File: src/hdl/nfcps_consts.vh
// constants for the nfc peer framing and field sequencer
`ifndef NFCPS_CONSTS_VH
`define NFCPS_CONSTS_VH
// register offsets
`define NFCPS_REG_MODE    4'h0
`define NFCPS_REG_TXCNT   4'h1
`define NFCPS_REG_CMD     4'h2
`define NFCPS_REG_EVENTS  4'h3
`define NFCPS_REG_STATUS  4'h4
`define NFCPS_REG_GPTIME  4'h5
`define NFCPS_REG_NRTIME  4'h6
`define NFCPS_REG_MRTIME  4'h7
`define NFCPS_REG_TXDATA  4'h8
`define NFCPS_REG_RXDATA  4'h9
// mode register fields
`define NFCPS_MODE_ACTIVE  0
`define NFCPS_MODE_SYNCFR  1
`define NFCPS_MODE_ISOA    2
`define NFCPS_MODE_TF106   3
`define NFCPS_MODE_AUTORSP 4
`define NFCPS_MODE_TXON    5
`define NFCPS_MODE_FDON    6
`define NFCPS_MODE_AMON    7
`define NFCPS_MODE_PMON    8
`define NFCPS_MODE_RESET   9'h000
// commands
`define NFCPS_CMD_INIT_ON  8'h01
`define NFCPS_CMD_RESP_ON  8'h02
`define NFCPS_CMD_TX_CRC   8'h03
`define NFCPS_CMD_PRESET   8'h04
// event bits
`define NFCPS_EV_CAT   0
`define NFCPS_EV_CAC   1
`define NFCPS_EV_NRE   2
`define NFCPS_EV_EON   3
`define NFCPS_EV_EOF   4
`define NFCPS_EV_SFE   5
`define NFCPS_EV_CRCE  6
`define NFCPS_EV_RXE   7
`define NFCPS_EV_W     8
// frame bytes
`define NFCPS_START_BYTE 8'hf0
`define NFCPS_SYNC1      8'hb2
`define NFCPS_SYNC2      8'h4d
`define NFCPS_CRC_INIT   16'h6363
// guard times in ns and cycles at 10 ns
`define NFCPS_CLK_NS     10
`define NFCPS_IRFG_NS    5000000
`define NFCPS_ARFG_NS    75000
`define NFCPS_CA_NS      75000
`endif

File: src/hdl/nfcps_crc.v
// crc-16 update over one byte, lsb first
`default_nettype none
module nfcps_crc (
  input  wire [15:0] crc_i,   // running crc
  input  wire [7:0]  data_i,  // byte
  output reg  [15:0] crc_o    // updated crc
);
  integer k;
  reg [15:0] c;
  // reflected polynomial 0x8408
  always @* begin
    c = crc_i ^ {8'h00, data_i};
    for (k = 0; k < 8; k = k + 1) begin
      if (c[0]) begin
        c = (c >> 1) ^ 16'h8408;
      end else begin
        c = c >> 1;
      end
    end
    crc_o = c;
  end
endmodule
`default_nettype wire

File: src/hdl/nfcps_timer.v
// down counter that pulses when it reaches zero
`default_nettype none
module nfcps_timer (
  input  wire        clk_i,    // clock
  input  wire        reset_i,  // sync reset
  input  wire        start_i,  // load and run
  input  wire        stop_i,   // abort
  input  wire [23:0] load_i,   // cycles
  output reg         run_o,    // counting
  output reg         done_o    // expiry pulse
);
  reg [23:0] count; // remaining cycles
  // start wins over stop so a restart is never lost
  always @(posedge clk_i) begin
    if (reset_i) begin
      count  <= 24'h000000;
      run_o  <= 1'b0;
      done_o <= 1'b0;
    end else begin
      done_o <= 1'b0;
      if (start_i) begin
        count <= (load_i == 24'h000000) ? 24'h000001 : load_i;
        run_o <= 1'b1;
      end else if (stop_i) begin
        run_o <= 1'b0;
      end else if (run_o) begin
        if (count == 24'h000001) begin
          run_o  <= 1'b0;
          done_o <= 1'b1;
        end
        count <= count - 24'h000001;
      end
    end
  end
endmodule
`default_nettype wire

File: src/hdl/nfcps_sequencer.v
// framing and rf field sequencer for a peer initiator
// Operation
// - sync mode: hunt preamble after transmit
// - after sync, store length, payload; check crc
// - initial field-on: avoid collision, tx on, done
// - external field: collision event; host retries
// - transport frame when enabled in 106 mode
// - send start, length, data, two crc bytes
// - length equals byte count plus one
// - receive: check start, store length, data
// - bad start: store anyway, soft framing error
// - active: field via commands or auto response
// - peer mode enables detector; pick threshold
// - active: field off after message, gp delay
// - preset enables am, disables pm in active mode
// - preset in active mode sets transport enable
// - after field off: no-response timer, event
// - target field on: event, mask, then receive
// - target field off: event, auto response on
`default_nettype none
`include "nfcps_consts.vh"
module nfcps_sequencer #(
  parameter IRFG_CYC = `NFCPS_IRFG_NS / `NFCPS_CLK_NS  // initial guard, cycles
) (
  input  wire        clk_i,        // clock
  input  wire        reset_i,      // sync reset
  input  wire [3:0]  addr_i,       // register index
  input  wire [15:0] wdata_i,      // write data
  input  wire        wr_i,         // write strobe
  input  wire        rd_i,         // read strobe
  output reg  [15:0] rdata_o,      // read data
  input  wire        ext_field_i,  // field detector pin
  input  wire        rx_valid_i,   // demod byte strobe (same domain)
  input  wire [7:0]  rx_byte_i,    // demod byte
  input  wire        rx_end_i,     // end of received frame
  input  wire        tx_ready_i,   // modulator takes a byte
  output reg         tx_valid_o,   // byte to modulator
  output reg  [7:0]  tx_byte_o,    // byte value
  output reg         tx_last_o,    // final byte of frame
  output reg         field_on_o,   // transmitter enable
  output reg         thresh_ca_o,  // collision threshold in use
  output reg         rx_window_o   // receiver observed
);
  localparam [23:0] ARFG_CYC = `NFCPS_ARFG_NS / `NFCPS_CLK_NS; // response guard
  localparam [23:0] CA_CYC   = `NFCPS_CA_NS / `NFCPS_CLK_NS;   // collision window
  // field states
  localparam [2:0] F_IDLE = 3'h0, F_CA = 3'h1, F_GUARD = 3'h2, F_ON = 3'h3;
  localparam [2:0] F_HOLD = 3'h4, F_NRT = 3'h5, F_PEER = 3'h6;
  // transmit states
  localparam [2:0] T_IDLE = 3'h0, T_HEAD = 3'h1, T_SIZE = 3'h2, T_DATA = 3'h3;
  localparam [2:0] T_CRC1 = 3'h4, T_CRC2 = 3'h5;
  // receive states
  localparam [1:0] R_OFF = 2'h0, R_HUNT = 2'h1, R_SYNC = 2'h2, R_BODY = 2'h3;

  reg [1:0]  fd_sync;             // detector pin synchroniser
  reg        fd_prev;             // last synced level
  reg [8:0]  mode;                // mode register
  reg [7:0]  txcnt;               // transmitted byte count
  reg [8:0]  events;              // sticky event bits
  reg [15:0] gp_time, nr_time, mr_time; // timer loads
  reg [2:0]  fstate;              // field state
  reg [2:0]  tstate;              // transmit state
  reg [1:0]  rstate;              // receive state
  reg [7:0]  tx_idx;              // bytes of data sent
  reg [15:0] tx_crc, rx_crc;      // running crc
  reg [7:0]  fifo_tx [0:15];      // transmit store
  reg [7:0]  fifo_rx [0:15];      // receive store
  reg [3:0]  rx_wp, rx_rp;        // receive pointers
  reg [4:0]  rx_lvl;              // receive fill
  reg        resp_ca;             // response guard due after avoidance
  reg        tx_done;             // frame just finished
  wire       fd = fd_sync[1];     // synced detector
  wire       fd_rise = fd & ~fd_prev;
  wire       fd_fall = ~fd & fd_prev;
  wire       tf_mode = mode[`NFCPS_MODE_TF106] & mode[`NFCPS_MODE_ISOA];
  wire       cmd_wr = wr_i & (addr_i == `NFCPS_REG_CMD);
  wire [7:0] cmd = wdata_i[7:0];
  wire [15:0] next_tx_crc, next_rx_crc;
  reg  [7:0] crc_in_tx;           // byte fed to tx crc
  reg  [8:0] ev_set;              // events this cycle
  reg        tstart, tstop;       // main timer control
  reg [23:0] tload;               // main timer load
  wire       t_done, t_run;
  integer    i;

  nfcps_crc u_txcrc (.crc_i(tx_crc), .data_i(crc_in_tx), .crc_o(next_tx_crc));
  nfcps_crc u_rxcrc (.crc_i(rx_crc), .data_i(rx_byte_i), .crc_o(next_rx_crc));
  nfcps_timer u_tmr (.clk_i(clk_i), .reset_i(reset_i), .start_i(tstart),
    .stop_i(tstop), .load_i(tload), .run_o(t_run), .done_o(t_done));

  // pin passes two flops before use
  always @(posedge clk_i) begin
    if (reset_i) begin
      fd_sync <= 2'b00;
      fd_prev <= 1'b0;
    end else begin
      fd_sync <= {fd_sync[0], ext_field_i};
      fd_prev <= fd_sync[1];
    end
  end

  // byte the tx crc sees: start, length or data
  always @* begin
    if (tstate == T_HEAD) begin
      crc_in_tx = `NFCPS_START_BYTE;
    end else if (tstate == T_SIZE) begin
      crc_in_tx = txcnt + 8'h01;
    end else begin
      crc_in_tx = fifo_tx[tx_idx[3:0]];
    end
  end

  // field sequencer decisions and timer control
  always @* begin
    ev_set = 9'h000;
    tstart = 1'b0;
    tstop  = 1'b0;
    tload  = 24'h000000;
    case (fstate)
      F_CA: begin
        if (fd) begin
          ev_set[`NFCPS_EV_CAC] = 1'b1;
          tstop = 1'b1;
        end else if (t_done) begin
          tstart = 1'b1;
          tload  = resp_ca ? ARFG_CYC : IRFG_CYC[23:0];
        end
      end
      F_GUARD: begin
        if (t_done) begin
          ev_set[`NFCPS_EV_CAT] = 1'b1;
        end
      end
      F_ON: begin
        if (tx_done & mode[`NFCPS_MODE_ACTIVE]) begin
          tstart = 1'b1;
          tload  = {8'h00, gp_time};
        end
      end
      F_HOLD: begin
        if (t_done) begin
          tstart = 1'b1;
          tload  = {8'h00, nr_time};
        end
      end
      F_NRT: begin
        if (fd_rise) begin
          ev_set[`NFCPS_EV_EON] = 1'b1;
          tstart = 1'b1;
          tload  = {8'h00, mr_time};
        end else if (t_done) begin
          ev_set[`NFCPS_EV_NRE] = 1'b1;
        end
      end
      F_PEER: begin
        if (fd_fall) begin
          ev_set[`NFCPS_EV_EOF] = 1'b1;
          if (mode[`NFCPS_MODE_AUTORSP]) begin
            tstart = 1'b1;
            tload  = CA_CYC;
          end
        end
      end
      default: begin
        tstart = 1'b0;
      end
    endcase
    if (cmd_wr & (cmd == `NFCPS_CMD_INIT_ON || cmd == `NFCPS_CMD_RESP_ON)) begin
      tstart = 1'b1;
      tload  = CA_CYC;
    end
    if (rx_end_i & (rstate == R_BODY) & (rx_crc != 16'h0000)) begin
      ev_set[`NFCPS_EV_CRCE] = 1'b1;
    end
    if (rx_end_i & (rstate != R_OFF)) begin
      ev_set[`NFCPS_EV_RXE] = 1'b1;
    end
    if (rx_valid_i & (rstate == R_HUNT) & tf_mode & (rx_byte_i != 8'h00) &
        (rx_byte_i != `NFCPS_START_BYTE)) begin
      ev_set[`NFCPS_EV_SFE] = 1'b1;
    end
  end

  // field state machine and mode bits
  always @(posedge clk_i) begin
    if (reset_i) begin
      fstate  <= F_IDLE;
      mode    <= `NFCPS_MODE_RESET;
      resp_ca <= 1'b0;
    end else begin
      if (wr_i & (addr_i == `NFCPS_REG_MODE)) begin
        mode <= wdata_i[8:0];
        if (wdata_i[`NFCPS_MODE_ACTIVE]) begin
          mode[`NFCPS_MODE_FDON] <= 1'b1;
        end
      end
      if (cmd_wr & (cmd == `NFCPS_CMD_PRESET)) begin
        mode[`NFCPS_MODE_AMON] <= 1'b1;
        mode[`NFCPS_MODE_PMON] <= ~mode[`NFCPS_MODE_ACTIVE];
        if (mode[`NFCPS_MODE_ACTIVE]) begin
          mode[`NFCPS_MODE_TF106] <= 1'b1;
        end
      end
      if ((fstate == F_CA) & ~fd & t_done) begin
        mode[`NFCPS_MODE_TXON] <= 1'b1;
      end
      if ((fstate == F_HOLD) & t_done) begin
        mode[`NFCPS_MODE_TXON] <= 1'b0;
      end
      // automatic entry takes the response guard; a command below overrides
      if ((fstate == F_PEER) & fd_fall) begin
        resp_ca <= 1'b1;
      end
      if (cmd_wr & (cmd == `NFCPS_CMD_INIT_ON || cmd == `NFCPS_CMD_RESP_ON)) begin
        fstate  <= F_CA;
        resp_ca <= (cmd == `NFCPS_CMD_RESP_ON);
      end else begin
        case (fstate)
          F_CA:    fstate <= fd ? F_IDLE : (t_done ? F_GUARD : F_CA);
          F_GUARD: fstate <= t_done ? F_ON : F_GUARD;
          F_ON:    fstate <= (tx_done & mode[`NFCPS_MODE_ACTIVE]) ? F_HOLD : F_ON;
          F_HOLD:  fstate <= t_done ? F_NRT : F_HOLD;
          F_NRT:   fstate <= fd_rise ? F_PEER : (t_done ? F_IDLE : F_NRT);
          F_PEER:  fstate <= (fd_fall & mode[`NFCPS_MODE_AUTORSP]) ? F_CA :
                             (fd_fall ? F_IDLE : F_PEER);
          default: fstate <= F_IDLE;
        endcase
      end
    end
  end

  // transmit framer
  always @(posedge clk_i) begin
    if (reset_i) begin
      tstate     <= T_IDLE;
      tx_idx     <= 8'h00;
      tx_crc     <= `NFCPS_CRC_INIT;
      tx_valid_o <= 1'b0;
      tx_byte_o  <= 8'h00;
      tx_last_o  <= 1'b0;
      tx_done    <= 1'b0;
    end else begin
      tx_done <= 1'b0;
      if (tstate == T_IDLE) begin
        if (cmd_wr & (cmd == `NFCPS_CMD_TX_CRC) & tf_mode) begin
          tstate     <= T_HEAD;
          tx_valid_o <= 1'b1;
          tx_byte_o  <= `NFCPS_START_BYTE;
          tx_crc     <= `NFCPS_CRC_INIT;
          tx_idx     <= 8'h00;
        end
      end else if (tx_ready_i & tx_valid_o) begin
        case (tstate)
          T_HEAD: begin
            tx_crc    <= next_tx_crc;
            tstate    <= T_SIZE;
            tx_byte_o <= txcnt + 8'h01;
          end
          T_SIZE: begin
            tx_crc    <= next_tx_crc;
            tstate    <= (txcnt == 8'h00) ? T_CRC1 : T_DATA;
            tx_byte_o <= (txcnt == 8'h00) ? next_tx_crc[7:0] : fifo_tx[0];
            tx_last_o <= 1'b0;
          end
          T_DATA: begin
            tx_crc <= next_tx_crc;
            tx_idx <= tx_idx + 8'h01;
            if (tx_idx + 8'h01 == txcnt) begin
              tstate    <= T_CRC1;
              tx_byte_o <= next_tx_crc[7:0];
            end else begin
              tx_byte_o <= fifo_tx[tx_idx[3:0] + 4'h1];
            end
          end
          T_CRC1: begin
            tstate    <= T_CRC2;
            tx_byte_o <= tx_crc[15:8];
            tx_last_o <= 1'b1;
          end
          default: begin
            tstate     <= T_IDLE;
            tx_valid_o <= 1'b0;
            tx_last_o  <= 1'b0;
            tx_done    <= 1'b1;
          end
        endcase
      end
    end
  end

  // receive deframer: hunt, sync or start byte, body into store
  always @(posedge clk_i) begin
    if (reset_i) begin
      rstate   <= R_OFF;
      rx_crc   <= `NFCPS_CRC_INIT;
      rx_wp    <= 4'h0;
    end else begin
      // each hunt starts from a fresh crc so a cut frame cannot leak into the next
      if (tx_done & ~mode[`NFCPS_MODE_ACTIVE]) begin
        rstate <= R_HUNT;
        rx_crc <= `NFCPS_CRC_INIT;
      end else if ((fstate == F_PEER) & t_done) begin
        rstate <= R_HUNT;
        rx_crc <= `NFCPS_CRC_INIT;
      end else if (rx_end_i) begin
        rstate <= R_OFF;
      end else if (rx_valid_i) begin
        case (rstate)
          R_HUNT: begin
            if (mode[`NFCPS_MODE_SYNCFR] & (rx_byte_i == `NFCPS_SYNC1)) begin
              rstate <= R_SYNC;
            end else if (~mode[`NFCPS_MODE_SYNCFR] & (rx_byte_i != 8'h00)) begin
              // start byte is covered by the crc but stored only outside transport mode
              rstate <= R_BODY;
              rx_crc <= next_rx_crc;
              if (~tf_mode) begin
                fifo_rx[rx_wp] <= rx_byte_i;
                rx_wp          <= rx_wp + 4'h1;
              end
            end
          end
          R_SYNC: begin
            rstate <= (rx_byte_i == `NFCPS_SYNC2) ? R_BODY : R_HUNT;
          end
          R_BODY: begin
            rx_crc         <= next_rx_crc;
            fifo_rx[rx_wp] <= rx_byte_i;
            rx_wp          <= rx_wp + 4'h1;
          end
          default: rstate <= R_OFF;
        endcase
      end
    end
  end

  // host registers, events, reads; set wins over clear
  always @(posedge clk_i) begin
    if (reset_i) begin
      txcnt   <= 8'h00;
      events  <= 9'h000;
      gp_time <= 16'h0000;
      nr_time <= 16'h0000;
      mr_time <= 16'h0000;
      rdata_o <= 16'h0000;
      rx_rp   <= 4'h0;
      field_on_o  <= 1'b0;
      thresh_ca_o <= 1'b0;
      rx_window_o <= 1'b0;
      for (i = 0; i < 16; i = i + 1) begin
        fifo_tx[i] <= 8'h00;
      end
    end else begin
      events <= ev_set | ((rd_i & (addr_i == `NFCPS_REG_EVENTS)) ? 9'h000 : events);
      if (wr_i) begin
        case (addr_i)
          `NFCPS_REG_TXCNT:  txcnt   <= wdata_i[7:0];
          `NFCPS_REG_GPTIME: gp_time <= wdata_i;
          `NFCPS_REG_NRTIME: nr_time <= wdata_i;
          `NFCPS_REG_MRTIME: mr_time <= wdata_i;
          `NFCPS_REG_TXDATA: fifo_tx[wdata_i[11:8]] <= wdata_i[7:0];
          default: txcnt <= txcnt;
        endcase
      end
      rdata_o <= 16'h0000;
      if (rd_i) begin
        case (addr_i)
          `NFCPS_REG_MODE:   rdata_o <= {7'h00, mode};
          `NFCPS_REG_TXCNT:  rdata_o <= {8'h00, txcnt};
          `NFCPS_REG_EVENTS: rdata_o <= {7'h00, events};
          `NFCPS_REG_STATUS: rdata_o <= {3'h0, rx_lvl, rstate, tstate, fstate};
          `NFCPS_REG_GPTIME: rdata_o <= gp_time;
          `NFCPS_REG_NRTIME: rdata_o <= nr_time;
          `NFCPS_REG_MRTIME: rdata_o <= mr_time;
          `NFCPS_REG_RXDATA: begin
            rdata_o <= {8'h00, fifo_rx[rx_rp]};
            rx_rp   <= rx_rp + 4'h1;
          end
          default: rdata_o <= 16'h0000;
        endcase
      end
      field_on_o  <= mode[`NFCPS_MODE_TXON];
      thresh_ca_o <= (fstate == F_CA);
      rx_window_o <= (rstate != R_OFF) & mode[`NFCPS_MODE_AMON];
    end
  end

  // receive fill level shown to software
  always @* begin
    rx_lvl = {1'b0, rx_wp - rx_rp};
  end
endmodule
`default_nettype wire

File: config.mk
export PLATFORM = sky130hd
export DESIGN_NAME = nfcps_sequencer
export DESIGN_NICKNAME = d
export VERILOG_FILES = /design/src/hdl/nfcps_crc.v /design/src/hdl/nfcps_timer.v /design/src/hdl/nfcps_sequencer.v
export VERILOG_INCLUDE_DIRS = /design/src /design/src/hdl
export SDC_FILE = /design/constraint.sdc
export NUM_CORES = 1
export LEC_CHECK = 0
export BUFFER_PORTS_ARGS = -buffer_cell sky130_fd_sc_hd__buf_2
export CORE_ASPECT_RATIO = 2
export CORE_MARGIN = 2
export CORE_UTILIZATION = 50
export CTS_BUF_LIST = sky130_fd_sc_hd__clkbuf_4 sky130_fd_sc_hd__clkbuf_8
export DETAILED_ROUTE_END_ITERATION = 12
export PLACE_DENSITY = 0.66
export SETUP_SLACK_MARGIN = 0.4
export SLEW_MARGIN = 10
export SYNTH_ARGS = -nofsm -noshare
export SYNTH_HDL_FRONTEND = slang
export SYNTH_SLANG_ARGS = --single-unit
File: constraint.sdc
create_clock -name clk_i -period 4.2 [get_ports clk_i]
set_input_delay 0.42 -clock clk_i [delete_from_list [all_inputs] [get_ports clk_i]]
set_output_delay 0.42 -clock clk_i [all_outputs]
set_load 0.02 [all_outputs]
=== Yosys cells after proc, flatten, opt, wreduce, memory -nomap -nowiden ===
Memory sizes are Yosys's and may differ from the RTL's. A register that Yosys moved wholly into a read port is not among the register bits.
Cells that the tools add are included.

* Flip-flop bits (word level): 190
* RAM bits: 256
* Input port bits: 36
* Output and inout bits: 29
* Logic and storage cells: 338
* Memories kept: 2

{| class="wikitable"
|+ Memory list
! memory !! depth !! bits a word !! rd ports !! clocked after memory_dff !! wr ports !! line !! source
|-
| fifo_rx || 16 || 8 || 1 || 1 || 1 || nfcps_sequencer.v:67 || <nowiki>reg [7:0] fifo_rx [0:15];</nowiki>
|-
| fifo_tx || 16 || 8 || 3 || 1 || 16 || nfcps_sequencer.v:66 || <nowiki>reg [7:0] fifo_tx [0:15];</nowiki>
|}

* $add $sub $neg: 7
* Equality and inequality tests: 41
* Mux-type cells: 148
* Bitwise operators: 62
* Reductions and logical operators: 45

{| class="wikitable"
|+ Operators with widths
! cell !! number
|-
| $mux W16 || 25
|-
| $mux W24 || 6
|-
| $pmux W16 S8 || 1
|-
| $pmux W24 S5 || 1
|-
| $mux W8 || 13
|-
| $mux W1 || 63
|-
| $not A2 Y3 || 16
|-
| $mux W19 || 2
|-
| $mux W4 || 8
|-
| $pmux W16 S2 || 1
|-
| $pmux W8 S4 || 1
|-
| $xor A16 B8 Y16 || 2
|-
| $mux W3 || 10
|-
| $and A1 B1 Y1 || 29
|-
| $mux W13 || 2
|-
| $eq A24 B1 Y1 const B || 1
|-
| $logic_not A24 Y1 || 1
|-
| $reduce_and A3 Y1 || 8
|-
| $sub A24 B1 Y24 const B || 1
|-
| $mux W9 || 2
|-
| $pmux W3 S6 || 1
|-
| $reduce_bool A2 Y1 || 9
|-
| $add A8 B1 Y8 const B || 2
|-
| $eq A4 B3 Y1 const B || 4
|-
| 47 further kinds || 94
|}

=== Longest topological paths before layout ===
* Depth after elaboration: 24
* Mapped depth: 11
* Mapped depth without buffers: 9

=== Modules after synthesis ===
From an unflattened synthesis, not the netlist that was laid out.

* Cells, all modules: 1909
* Area, all modules: 22420.3 sq um

{| class="wikitable"
|+ By module, submodules not included
! module !! instances !! cells an instance !! area an instance (sq um) !! seq. area each (sq um)
|-
| nfcps_sequencer || 1 || 1685 || 20188.1 || 11110.7
|-
| nfcps_timer || 1 || 174 || 1471.4 || 520.5
|-
| nfcps_crc || 2 || 25 || 380.4 || 0.0
|}

=== Worst setup path after synthesis ===
Ideal clock, no wire load.

* Path type: register to register
* From: register tx_idx[1]
* To: register tx_byte_o[1]
* Setup time: 130 ps
* Arrival time: 2888 ps
* Data required time: 4070 ps
* Slack: 1182 ps
* Stages on the path, launching flop included: 10
* Path buffers: 2
* Clock period less this slack: 3018 ps
* Cells stage by stage: dfxtp_1 > ha_1 > clkbuf_1 > buf_1 > mux4_2 > mux4_1 > inv_1 > a211oi_1 > o21ai_0 > o211ai_1

* Word-level cells in the longest chain between the ends: 6
* Elaborated cells on any way between the ends: 8
* Classes of those cells: add/sub: 2; eq/ne: 1; mux: 4; memory: 1

{| class="wikitable"
|+ Ends and longest elaborated chain
! what !! line !! source
|-
| from (decl) || nfcps_sequencer.v:64 || <nowiki>reg [7:0] tx_idx;</nowiki>
|-
| from (signal assigned) || nfcps_sequencer.v:267 || <nowiki>tx_idx <= tx_idx + 8'h01;</nowiki>
|-
| $add A4 B1 Y4 or $add A8 B1 Y8 (tied branches) || nfcps_sequencer.v:272, nfcps_sequencer.v:268 ||
|-
| $mem_v2 Z16 W8 or $eq A8 B8 Y1 (tied branches) || - ||
|-
| $mux W8 * || nfcps_sequencer.v:268 || <nowiki>if (tx_idx + 8'h01 == txcnt) begin</nowiki>
|-
| $pmux W8 S4 * || nfcps_sequencer.v:253 || <nowiki>case (tstate)</nowiki>
|-
| $mux W8 * || nfcps_sequencer.v:252 || <nowiki>end else if (tx_ready_i & tx_valid_o) begin</nowiki>
|-
| $mux W8 * || nfcps_sequencer.v:244 || <nowiki>if (tstate == T_IDLE) begin</nowiki>
|-
| to (signal assigned) || nfcps_sequencer.v:248 || <nowiki>tx_byte_o <= `NFCPS_START_BYTE;</nowiki>
|-
| to (signal assigned) || nfcps_sequencer.v:257 || <nowiki>tx_byte_o <= txcnt + 8'h01;</nowiki>
|-
| to (signal assigned) || nfcps_sequencer.v:270 || <nowiki>tx_byte_o <= next_tx_crc[7:0];</nowiki>
|-
| to (decl) || nfcps_sequencer.v:38 || <nowiki>output reg [7:0] tx_byte_o,</nowiki>
|}

Every way passes the cells marked *; elsewhere a longest branch is shown, timed or not. The select of a mux whose other input is x is not followed.
A chain may end at the register's enable or synchronous reset.

==> results.json <==
{
  "cts_sinks": 453,
  "core_um2": 44320,
  "cts_tree": "yes",
  "die_h_um": 303.7,
  "cap_violations": 0,
  "cpLargestDelayFamily": "multiplexers",
  "skew_ns": 0.04639,
  "first_iter_violations": 1527,
  "timing.final.crit_share_pct": 81.88,
  "cts.htree.levels": 3,
  "synthArstFlopShare_pct": 0,
  "fmax_ghz": 0.2908,
  "dieArea_um2": 46720,
  "synth_ff_type": "edfxtp_1",
  "endpoint_kind": "flop",
  "nNetsFinal": 2130,
  "syn_area_um2": 22450,
  "vias_per_cell": 6.389,
  "grt_pass1_vias": 17500,
  "worstSkewPairLatency_ns": 0.66,
  "status": "completed",
  "grt_pass1_wl_um": 110300,
  "die_w_um": 153.8,
  "rr_endpoint": "tx_byte_o[1]",
  "synth_top_cell_area_share_pct": 34.24,
  "hold_start": "wdata_i[15]",
  "rrSetupSlack_ns": 0.76,
  "min_path_cells": 3,
  "io_buffers": 64,
  "ctsRootBufferMaster": "clkbuf_8",
  "fin_tns_setup_ns": 0,
  "start_util_pct": 50.66,
  "drtAntennaViolNets": 0,
  "max-slew-margin-rel_pct": 27.57,
  "synth_top_area_cell": "edfxtp_1",
  "crit_path_start_kind": "flop",
  "synth_area_leaders": "edfxtp_1, dfxtp_1, mux4_2",
  "drv_slew": 0,
  "numCtsBuffers": 68,
  "synth_edf_count": 256,
  "p_leak_nw": 8.681,
  "hold_path_end": "mr_time[15]",
  "setup_viol": 0,
  "synth_commonest_cells": "edfxtp_1, nand2_1, dfxtp_1",
  "yosysWarningCount": 0,
  "cellPowerDensity_nw_per_um2": 367.4,
  "slowest_stage": "dfxtp_2",
  "critical-path-max-stage-delay_ns": 0.66,
  "antenna_found_initial": 4,
  "drt_wl_total_um": 74400,
  "worstMarginPinSlew_ns": 1.086,
  "layout-drive-gt1-share_pct": 20.29,
  "ys_ff_latch": 453,
  "grtUsageTotal_pct": 31.99,
  "grt_max_degree": 88,
  "path_clk_slew_ns": 0.07,
  "synth_cell_type_count": 87,
  "wire_per_inst_um": 27.69,
  "synth_seq_area_share_pct": 51.80,
  "fin_util_pct": 56.87,
  "drt_first_pass_iters": 7,
  "post-cts-setup-buffer-count": 0,
  "synth_cells": 1978,
  "synth_most_common_cell": "edfxtp_1",
  "hpwl_um": 54580,
  "crit_type": "flop to flop",
  "io_pins": 65,
  "critPathBufInv": 0,
  "finalCriticalPeriod_ns": 3.439,
  "hold_path.class": "primary input to flop",
  "cp.required_ns": 4.78,
  "crit_chain": "mux4_2, mux2i_1, o21ai_0, nor4_1, a211oi_1, or2_2, o211ai_1",
  "n_fill_cell": 3690,
  "vias": 17170,
  "hold_viol": 0,
  "power_mw": 9.261,
  "synth_nets": 2032,
  "cts_buffer_depth": 3,
  "place_congestion": 1.012,
  "drc": 0,
  "cp.arrival_ns": 4.02,
  "crit_cells": 7,
  "worst_r2r_path_depth": 7,
  "ir_worst_vdd_v": 0.0004000,
  "rows": 109,
  "avgSynthCellArea_um2": 11.35,
  "crit_path_max_fanout": 16,
  "grt_overflow": 0,
  "syn_to_final_growth_pct": 12.25,
  "rsz0062_at_grt": "no"
}
[state kept, by name (all words and copies together) (netlist names), 2 cells and up, named ones only]
register,cells
fifo_rx,128
fifo_tx,128
u_tmr.count,24
gp_time,16
mr_time,16
nr_time,16
rdata_o,16
rx_crc,16
tx_crc,16
mode,9
events,8
tx_byte_o,8
tx_idx,8
txcnt,8
rx_rp,4
rx_wp,4
fstate,3
tstate,3
fd_sync,2
rstate,2
[cell usage in the layout, fill, tap and decap left out, drive strengths merged, types with 34 or more instances in the layout]
cell type,instances
nor2,127
nor3,47
a21oi,131
o21ai,52
edfxtp,256
mux4,111
inv,34
nand3,44
xnor2,37
dfxtp,197
and2,143
buf,157
nand2,216
clkbuf,84
[repair_timing]
action,4_1_cts,5_1_grt
hold endpoints to repair,3,0
resized for setup,0,0
hold buffers,3,0
[worst register-to-register path, cell delays in order, from the launching register on]
cell      delay [ns]
dfxtp_2         0.66
mux4_2          0.58
mux2i_1         0.63
o21ai_0         0.25
nor4_1          0.61
a211oi_1        0.16
or2_2           0.34
o211ai_1        0.17
[layer usage]
metal	share of wire (%)	track usage (%)	vias up
met1	31	29.67	8342
met4	11	28.82	4
met2	53	58.19	828
met3	6.2	6.156	346
li1	-	-	7648
met5	0.036	0	-
[kinds of logic (layout without fill, tap and decap cells)]
kind of cell	after synthesis	after routing	share of synthesized area [%]
fa+ha+maj	19	19	1.081
mux	134	134	12.34
compound gates	403	403	12.16
flops	453	453	51.80
xor+xnor	67	67	3.026
buf+inv	164	315	2.842
simple gates	738	738	16.76
other cells	0	3	0
[stage by stage]
step	worst slack (ns)	instances	instance area, um2	hold slack, ns
2_1_floorplan	1.182	1978	22450	0.4138
3_3_place_gp	0.8940	2557	23670	0.4494
3_5_place_dp	0.8282	2557	23670	0.4617
4_1_cts	0.8307	2683	25190	0.01280
5_1_grt	0.5970	2686	25200	0.04515
6_report	0.7612	2687	25210	0.04299
[final cells by class]
class                   count  area, um2  share of cell area, %
flip-flops and latches    453      11640                  46.17
clock inverters            39      402.9                  1.598
clock buffers              84       1087                  4.314
diodes                      3      7.507                0.02978
repair buffers            160       1049                  4.160
multi-input cells        1361      10210                  40.50
inverters                  32      120.1                 0.4765
well taps                 555      694.4                  2.755
[worst max-delay path by stage]
stage / slack [ns] / endpoint
2_1_floorplan: 1.18 / tx_byte_o[1]
3_3_place_gp: 0.89 / u_tmr.count[9]
3_5_place_dp: 0.83 / u_tmr.count[9]
4_1_cts: 0.83 / u_tmr.count[18]
5_1_grt: 0.60 / u_tmr.count[18]
6_report: 0.76 / tx_byte_o[1]
[power breakdown]
group	leakage [nW]	switching (mW)	internal (mW)
clock network	0.774	1.84	2.17
registers	3.96	0.0664	4.75
logic	3.95	0.282	0.149
total	8.68	2.19	7.07
Power figures use the tool's default switching activity.
